`src/rtl/stot_pkg.sv`:
```
// Package of constants for the sample timing and offset trim bank.
package stot_pkg;

  // ----------------------------------------------------------------------
  // Register word indices; offsets are not all multiples of four.
  // ----------------------------------------------------------------------
  localparam logic [11:0] CORE_A_DUAL_TIMING_TRIM_IDX           = 12'h310;
  localparam logic [11:0] CORE_B_DUAL_TIMING_TRIM_IDX           = 12'h313;
  localparam logic [11:0] CORE_A_SINGLE_INPUT_A_TIMING_TRIM_IDX = 12'h314;
  localparam logic [11:0] CORE_B_SINGLE_INPUT_A_TIMING_TRIM_IDX = 12'h315;
  localparam logic [11:0] CORE_A_SINGLE_INPUT_B_TIMING_TRIM_IDX = 12'h31a;
  localparam logic [11:0] CORE_B_SINGLE_INPUT_B_TIMING_TRIM_IDX = 12'h31b;
  localparam logic [11:0] CORE_A_DUAL_INPUT_A_OFFSET_TRIM_IDX   = 12'h344;
  localparam logic [11:0] TRIM_CONTROL_IDX                      = 12'h3f0;
  localparam logic [11:0] TRIM_STATUS_IDX                       = 12'h3f1;

  // ----------------------------------------------------------------------
  // Field layout and reset values.
  // ----------------------------------------------------------------------
  localparam int          TIMING_TRIM_W   = 8;
  localparam int          OFFSET_TRIM_W   = 12;
  localparam int          OFFSET_REG_W    = 16;
  localparam int          NUM_TIMING      = 6;
  localparam int          BYTE_SHIFT      = 2;
  localparam logic [7:0]  TIMING_RESET    = 8'h00;
  localparam logic [11:0] OFFSET_RESET    = 12'h000;
  localparam int          CTL_SINGLE_BIT  = 0;
  localparam int          CTL_INPUT_B_BIT = 1;
  localparam int          CTL_FG_CAL_BIT  = 2;
  localparam int          CTL_LOAD_BIT    = 3;
  localparam logic [3:0]  CTL_RESET       = 4'h0;
  localparam logic [1:0]  HTRANS_NONSEQ   = 2'h2;
  localparam logic [1:0]  HTRANS_SEQ      = 2'h3;

  // Operating case that decides which trims reach the cores.
  typedef enum logic [1:0] {STOT_DUAL, STOT_SINGLE_A, STOT_SINGLE_B} stot_case_e;

endpackage

```
`src/rtl/stot_trim_bank.sv`:
```
// Trim register bank with AHB-Lite slave and per-core trim selection.
// Function
// RULE1: Core A dual-mode 8-bit read/write timing trim sets its sampling instant.
// RULE2: Trims start from factory defaults; software reads them back and overwrites.
// RULE3: Core B 8-bit timing trim applies in dual mode with calibration enabled.
// RULE4: Core A 90-degree trim applies single mode, calibration on, input A.
// RULE5: Core B 0-degree trim applies single mode, calibration on, input A.
// RULE6: Core A 90-degree trim applies single mode, calibration on, input B.
// RULE7: Core B 0-degree trim applies single mode, calibration on, input B.
// RULE8: Core A 12-bit offset trim for dual mode input A; upper four bits reserved.
// RULE9: Each core receives only the trim matching mode, input and calibration state.
//
// The implementer's own choice: register access over AHB-Lite.
`timescale 1ns/1ns
module stot_trim_bank
  import stot_pkg::*;
#(
  parameter logic [7:0]  DEF_A_DUAL     = 8'h00,
  parameter logic [7:0]  DEF_B_DUAL     = 8'h00,
  parameter logic [7:0]  DEF_A_SINGLE_A = 8'h00,
  parameter logic [7:0]  DEF_B_SINGLE_A = 8'h00,
  parameter logic [7:0]  DEF_A_SINGLE_B = 8'h00,
  parameter logic [7:0]  DEF_B_SINGLE_B = 8'h00,
  parameter logic [11:0] DEF_OFFSET_A   = 12'h000
)
(
  input  wire logic        hclk,
  input  wire logic        hresetn,
  input  wire logic        clk_en,
  input  wire logic        hsel,
  input  wire logic [31:0] haddr,
  input  wire logic [1:0]  htrans,
  input  wire logic        hwrite,
  input  wire logic [2:0]  hsize,
  input  wire logic [31:0] hwdata,
  input  wire logic        hready,
  output      logic [31:0] hrdata,
  output      logic        hreadyout,
  output      logic        hresp,
  output      logic [7:0]  core_a_timing,
  output      logic [7:0]  core_b_timing,
  output      logic [11:0] core_a_offset,
  output      logic        core_a_offset_valid
);

  // ----------------------------------------------------------------------
  // Bus address phase capture.
  // ----------------------------------------------------------------------
  logic        wr_pend_r;
  logic        wr_pend_nxt;
  logic [11:0] widx_r;
  logic [11:0] widx_nxt;
  logic [31:0] hrdata_r;
  logic [31:0] hrdata_nxt;
  logic [11:0] aidx;
  logic        acc;
  logic        default_pending_r;
  logic        default_pending_nxt;
  stot_case_e  sel_case;

  assign acc  = hsel && hready && (htrans == HTRANS_NONSEQ || htrans == HTRANS_SEQ);
  assign aidx = haddr[BYTE_SHIFT +: 12];

  // ----------------------------------------------------------------------
  // Trim storage.
  // ----------------------------------------------------------------------
  logic [NUM_TIMING-1:0]   t_we;
  logic [7:0]              t_val [NUM_TIMING];
  logic [7:0]              t_def [NUM_TIMING];
  logic [11:0]             t_idx [NUM_TIMING];
  logic                    o_we;
  logic [11:0]             o_val;
  logic [3:0]              ctl_r;
  logic [3:0]              ctl_nxt;

  assign t_def[0] = DEF_A_DUAL;
  assign t_def[1] = DEF_B_DUAL;
  assign t_def[2] = DEF_A_SINGLE_A;
  assign t_def[3] = DEF_B_SINGLE_A;
  assign t_def[4] = DEF_A_SINGLE_B;
  assign t_def[5] = DEF_B_SINGLE_B;
  assign t_idx[0] = CORE_A_DUAL_TIMING_TRIM_IDX;
  assign t_idx[1] = CORE_B_DUAL_TIMING_TRIM_IDX;
  assign t_idx[2] = CORE_A_SINGLE_INPUT_A_TIMING_TRIM_IDX;
  assign t_idx[3] = CORE_B_SINGLE_INPUT_A_TIMING_TRIM_IDX;
  assign t_idx[4] = CORE_A_SINGLE_INPUT_B_TIMING_TRIM_IDX;
  assign t_idx[5] = CORE_B_SINGLE_INPUT_B_TIMING_TRIM_IDX;

  // Factory defaults load one cycle after reset release, or on request.
  logic load_default;
  assign load_default = default_pending_r || ctl_r[CTL_LOAD_BIT];

  // Timing trims, one instance each.
  for (genvar g = 0; g < NUM_TIMING; g++)
  begin : g_timing
    assign t_we[g] = wr_pend_r && (widx_r == t_idx[g]);
    stot_trim_reg #(.W(TIMING_TRIM_W)) u_reg
    (
      .hclk          (hclk),
      .hresetn       (hresetn),
      .clk_en        (clk_en),
      .load_default  (load_default),
      .default_value (t_def[g]),
      .wr_en         (t_we[g]),
      .wr_data       (hwdata[7:0]),
      .value         (t_val[g])
    );
  end

  // Offset trim keeps only the low 12 bits; the reserved nibble reads zero.
  assign o_we = wr_pend_r && (widx_r == CORE_A_DUAL_INPUT_A_OFFSET_TRIM_IDX); // RULE8
  stot_trim_reg #(.W(OFFSET_TRIM_W)) u_offset
  (
    .hclk          (hclk),
    .hresetn       (hresetn),
    .clk_en        (clk_en),
    .load_default  (load_default),
    .default_value (DEF_OFFSET_A),
    .wr_en         (o_we),
    .wr_data       (hwdata[11:0]),
    .value         (o_val)
  );

  // ----------------------------------------------------------------------
  // Bus control and read data.
  // ----------------------------------------------------------------------
  // Reads answer in the data phase with zero wait states; writes commit
  // at the end of the data phase, so a read right after sees the old value.
  always_comb
  begin
    wr_pend_nxt         = acc && hwrite;
    widx_nxt            = acc ? aidx : widx_r;
    default_pending_nxt = 1'b0;
    ctl_nxt             = ctl_r;
    ctl_nxt[CTL_LOAD_BIT] = 1'b0; // Load request is a self-clearing pulse.
    if (wr_pend_r && widx_r == TRIM_CONTROL_IDX)
    begin
      ctl_nxt = hwdata[3:0];
    end
    hrdata_nxt = hrdata_r;
    if (acc && !hwrite)
    begin
      hrdata_nxt = 32'h0000_0000;
      if (aidx == t_idx[0])
      begin
        hrdata_nxt[7:0] = t_val[0]; // RULE2
      end
      else if (aidx == t_idx[1])
      begin
        hrdata_nxt[7:0] = t_val[1];
      end
      else if (aidx == t_idx[2])
      begin
        hrdata_nxt[7:0] = t_val[2];
      end
      else if (aidx == t_idx[3])
      begin
        hrdata_nxt[7:0] = t_val[3];
      end
      else if (aidx == t_idx[4])
      begin
        hrdata_nxt[7:0] = t_val[4];
      end
      else if (aidx == t_idx[5])
      begin
        hrdata_nxt[7:0] = t_val[5];
      end
      else if (aidx == CORE_A_DUAL_INPUT_A_OFFSET_TRIM_IDX)
      begin
        hrdata_nxt[11:0] = o_val; // RULE8
      end
      else if (aidx == TRIM_CONTROL_IDX)
      begin
        hrdata_nxt[3:0] = ctl_r;
      end
      else if (aidx == TRIM_STATUS_IDX)
      begin
        hrdata_nxt[1:0] = sel_case;
      end
    end
  end

  // ----------------------------------------------------------------------
  // Trim routing to the cores.
  // ----------------------------------------------------------------------
  logic [7:0]  a_nxt;
  logic [7:0]  b_nxt;
  logic [11:0] off_nxt;
  logic        offv_nxt;

  // Only the trim of the active case reaches a core; others wait stored.
  always_comb
  begin
    sel_case = ctl_r[CTL_SINGLE_BIT] ?
               (ctl_r[CTL_INPUT_B_BIT] ? STOT_SINGLE_B : STOT_SINGLE_A) : STOT_DUAL;
    a_nxt    = t_val[0];
    b_nxt    = t_val[1];
    off_nxt  = OFFSET_RESET;
    offv_nxt = 1'b0;
    case (sel_case) // RULE9
      STOT_DUAL:
      begin
        a_nxt    = t_val[0]; // RULE1
        b_nxt    = ctl_r[CTL_FG_CAL_BIT] ? t_val[1] : TIMING_RESET; // RULE3
        offv_nxt = ctl_r[CTL_FG_CAL_BIT] && !ctl_r[CTL_INPUT_B_BIT]; // RULE8
        off_nxt  = offv_nxt ? o_val : OFFSET_RESET;
      end
      STOT_SINGLE_A:
      begin
        a_nxt = ctl_r[CTL_FG_CAL_BIT] ? t_val[2] : TIMING_RESET; // RULE4
        b_nxt = ctl_r[CTL_FG_CAL_BIT] ? t_val[3] : TIMING_RESET; // RULE5
      end
      default:
      begin
        a_nxt = ctl_r[CTL_FG_CAL_BIT] ? t_val[4] : TIMING_RESET; // RULE6
        b_nxt = ctl_r[CTL_FG_CAL_BIT] ? t_val[5] : TIMING_RESET; // RULE7
      end
    endcase
  end

  // Register stage for bus state, control and core outputs.
  always_ff @(posedge hclk or negedge hresetn)
  begin
    if (!hresetn)
    begin
      wr_pend_r           <= 1'b0;
      widx_r              <= 12'h000;
      hrdata_r            <= 32'h0000_0000;
      ctl_r               <= CTL_RESET;
      default_pending_r   <= 1'b1;
      core_a_timing       <= TIMING_RESET;
      core_b_timing       <= TIMING_RESET;
      core_a_offset       <= OFFSET_RESET;
      core_a_offset_valid <= 1'b0;
    end
    else if (clk_en)
    begin
      wr_pend_r           <= wr_pend_nxt;
      widx_r              <= widx_nxt;
      hrdata_r            <= hrdata_nxt;
      ctl_r               <= ctl_nxt;
      default_pending_r   <= default_pending_nxt;
      core_a_timing       <= a_nxt;
      core_b_timing       <= b_nxt;
      core_a_offset       <= off_nxt;
      core_a_offset_valid <= offv_nxt;
    end
  end

  assign hrdata    = hrdata_r;
  assign hreadyout = 1'b1;
  assign hresp     = 1'b0;
endmodule // stot_trim_bank

```
`src/rtl/stot_trim_reg.sv`:
```
// One trim register with factory default load and software overwrite.
`timescale 1ns/1ns
module stot_trim_reg
#(
  parameter int W = 8
)
(
  input  wire logic         hclk,
  input  wire logic         hresetn,
  input  wire logic         clk_en,
  input  wire logic         load_default,
  input  wire logic [W-1:0] default_value,
  input  wire logic         wr_en,
  input  wire logic [W-1:0] wr_data,
  output      logic [W-1:0] value
);

  logic [W-1:0] value_r;
  logic [W-1:0] value_nxt;

  // A software write wins over a default load in the same cycle.
  always_comb
  begin
    value_nxt = value_r;
    if (load_default)
    begin
      value_nxt = default_value;
    end
    if (wr_en)
    begin
      value_nxt = wr_data;
    end
  end

  // Register stage.
  always_ff @(posedge hclk or negedge hresetn)
  begin
    if (!hresetn)
    begin
      value_r <= '0;
    end
    else if (clk_en)
    begin
      value_r <= value_nxt;
    end
  end

  assign value = value_r;

endmodule // stot_trim_reg

```
`config.mk`:
```
export PLATFORM = sky130hd
export DESIGN_NAME = stot_trim_bank
export DESIGN_NICKNAME = d
export VERILOG_FILES = /design/src/rtl/stot_pkg.sv /design/src/rtl/stot_trim_bank.sv /design/src/rtl/stot_trim_reg.sv
export SDC_FILE = /design/constraint.sdc
export NUM_CORES = 1
export LEC_CHECK = 0
export ABC_AREA = 1
export BUFFER_PORTS_ARGS = -buffer_cell sky130_fd_sc_hd__buf_2
export CORE_MARGIN = 1
export CORE_UTILIZATION = 54
export DETAILED_ROUTE_END_ITERATION = 10
export PLACE_DENSITY_LB_ADDON = 0.05
export SETUP_SLACK_MARGIN = 0.3
export SLEW_MARGIN = 20
export SYNTH_ARGS = -nofsm -noshare
export SYNTH_HDL_FRONTEND = slang
export SYNTH_SLANG_ARGS = --single-unit
```
`constraint.sdc`:
```
create_clock -name hclk -period 2.1 [get_ports hclk]
set_input_delay 0.105 -clock hclk [delete_from_list [all_inputs] [get_ports hclk]]
set_output_delay 0.105 -clock hclk [all_outputs]
set_load 0.02 [all_outputs]
```
==> results.ini <==
[yosys]
yosysSeqAreaShare_pct = 51.9
synth_ff_type = dfrtp_1
syn-cell-area_um2 = 5740
yosysWarnings = 0
synth-seq-cells = 119
syn_avg_cell_area_um2 = 8.84
async_reset_ff_share_pct = 100
yosysUniqueCellTypes = 39
synth_edf_count = 0
synthCells = 649

[floorplan]
die_w_um = 105
ios = 138
core_um2 = 10300
dieArea_um2 = 11000
initial_utilization_pct = 55.6
die_h_um = 105
std_cell_rows = 37

[layout]
layout.nets = 841
multiInputGateArea_um2 = 2280
n_fill_cell = 806
layout-drive-gt1-share_pct = 21.2
area_growth_pct = 23.9
num_antenna_cells = 0
finalInstanceArea_um2 = 7110
regArea_um2 = 2980

[pwr]
ir_drop_v = 0.000563
p_leak_nw = 3.59
power_mw = 6.00
power.density_nw_per_um2 = 844

[timing]
clock_skew_ns = 0.00785
fin_crit_ns = 1.74
setup_viol = 0
slew_headroom_pct = 53.4
tns_ns = 0
rsz0062_at_grt = true
fin_crit_sh_pct = 83.1
worst_pin_slew_ns = 0.699
finalHoldViolations = 0
timing.fmax_mhz = 573
slew_violations = 0

[setup_path]
setup.reg_to_reg.worst_slack_ns = 0.36
regToRegEndpoint = g_timing[3].u_reg.value[2]
crit_arrival_ns = 2.13
path_class = reg2reg
critical_path.startpoint = widx_r[10]
cp_max_fo = 10
r2r_start = widx_r[10]
cp-start-kind = flop
r2r_cells = 6
critPathCaptureType = flop
cp.required_ns = 2.48

[grt]
grt_use_total_pct = 30.6
grt_pass1_wl_um = 25700
antenna_found_initial = 0
grt_pass1_vias = 4956
grt_overflow_total = 0
grt_max_degree = 54

[outcome]
status = finished, violations left
violations = design-rule violations

[clock_tree]
clk_path_buf_depth = 2
cts_tree = yes
clk_latency_ns = 0.53
numClockSinks = 119
htreeDepth = 4
cts_made_buffers = 17
cts_root_buf = clkbuf_8
clkTransAtPathRegs_ns = 0.06

[detailed_routing]
num_vias = 5032
post_drt_via_cell_ratio = 5.51
drt_iter0_markers = 452
routed_wl_um = 15600
drc = 2
firstDrtPassIters = 9
wire_per_inst_um = 17.0
ant_nets = 0

[hold_path]
hold_depth = 3
hp-class = in2reg
worstHoldStart = hwdata[0]
worstHoldEndpoint = g_timing[5].u_reg.value[0]

[placed_design]
hpwl_um = 11100
place_area_um2 = 6220
gp_congestion = 0.910
port_buffers = 71

[run]
maxCapViolations = 0

==> metal layers <==
layer	vias up	track usage [%]	share of wire, %
li1	2373	-	-
met1	2404	42.7	45
met2	229	47.9	47
met3	26	6.99	6.5
met4	0	8.85	1.3
met5	-	0	0
==> synth_stat cells, types with 2 or more instances <==
| master | instances | area share [%] |
|---|---|---|
| nand2_1 | 138 | 9.0 |
| dfrtp_1 | 118 | 51 |
| inv_1 | 86 | 5.6 |
| o22ai_1 | 62 | 6.8 |
| o21ai_0 | 42 | 3.7 |
| nor2_1 | 37 | 2.4 |
| nand3_1 | 36 | 3.1 |
| buf_4 | 25 | 3.3 |
| o211ai_1 | 11 | 1.4 |
| a21oi_1 | 10 | 0.87 |
| nand4_1 | 9 | 0.98 |
| nand2_2 | 8 | 0.87 |
| nor3_1 | 8 | 0.70 |
| clkbuf_1 | 6 | 0.39 |
| o21ai_2 | 6 | 0.92 |
| inv_2 | 5 | 0.33 |
| nand3_4 | 4 | 1.2 |
| o31ai_1 | 4 | 0.52 |
| buf_2 | 3 | 0.26 |
| nor2_4 | 3 | 0.59 |
| o21ai_1 | 3 | 0.26 |
| conb_1 | 2 | 0.13 |
| nand3_2 | 2 | 0.35 |
| nor2_8 | 2 | 0.70 |
| nor3_2 | 2 | 0.35 |
| nor3_4 | 2 | 0.57 |
| nor4_2 | 2 | 0.44 |
| o22ai_2 | 2 | 0.44 |
==> critical path: stages (launching register included) <==
cell     delay [ns]
dfrtp_1        0.40
nor4_4         0.34
inv_2          0.13
nor2_8         0.22
nand4_4        0.25
nand2_4        0.18
o22ai_1        0.08
==> logic make-up (layout without fill, tap and decap cells) <==
| kind of cell | count (synthesis) | count (layout) | synth area share (%) |
|---|---|---|---|
| other | 2 | 22 | 0.131 |
| AOI/OAI and AO/OA | 143 | 143 | 15.3 |
| buffers and inverters | 127 | 235 | 10.1 |
| DFF | 119 | 119 | 51.9 |
| and+or+nand+nor | 258 | 258 | 22.5 |
==> final cells by class <==
cell class	count	area share, %
clock buffer	23	6.70
timing repair buffer	114	10.7
clock inverter	7	1.32
sequential	119	41.9
tap	136	2.39
multi-input combinational	423	32.1
inverter	91	4.80
==> worst max-delay path by stage <==
stage                                             to  slack [ns]  cells past startpoint
final                     g_timing[3].u_reg.value[2]        0.36                      6
after global routing                       hrdata[3]        0.26                     13
after CTS                                  hrdata[3]        0.32                     13
after detailed placement           u_offset.value[8]        0.30                      6
after global placement            u_offset.value[11]        0.32                      6
after floorplan           g_timing[5].u_reg.value[6]        0.59                      7
==> sequential cells by signal, summed over array words and instances, names as in the netlist <==
signal and cells:
core_a_offset_valid 1, hrdata 12, ctl_r 4, u_offset.value 12, core_a_timing 8, core_b_timing 8, g_timing.u_reg.value 48, core_a_offset 12
wr_pend_r 1, default_pending_r 1, widx_r 12
==> cell usage in the layout, fill, tap and decap left out, types with 16 or more instances in the layout <==
| cell | n |
|---|---|
| o21ai_0 | 42 |
| buf_4 | 19 |
| clkbuf_16 | 16 |
| buf_2 | 70 |
| o22ai_1 | 62 |
| dfrtp_1 | 117 |
| nand3_1 | 36 |
| conb_1 | 22 |
| nor2_1 | 36 |
| nand2_1 | 137 |
| dlygate4sd3_1 | 23 |
| inv_1 | 86 |
==> through the flow <==
step,hold slack (ns),setup WS [ns],cells,utilization [%]
finish,0.0382,0.355,913,68.9
global route,0.0543,0.258,913,68.9
CTS,0.0194,0.323,906,68.1
detailed placement,0.201,0.298,853,60.3
global placement,0.186,0.323,853,60.3
floorplan,-0.191,0.590,669,-
==> what timing repair did <==
item / CTS / global route
cloned: 0 / 0
buffers inserted: 0 / 7
hold buffers: 23 / 0
resized for setup: 1 / 7
setup endpoints to repair: 8 / 28
hold endpoints to repair: 79 / 0
pin swaps: 0 / 2
==> power by group <==
group / internal [mW] / switching [mW]
sequential: 2.47 / 0.107
combinational: 0.199 / 0.414
clock: 1.80 / 1.01
Note: power is estimated with default switching activity, not from simulation.
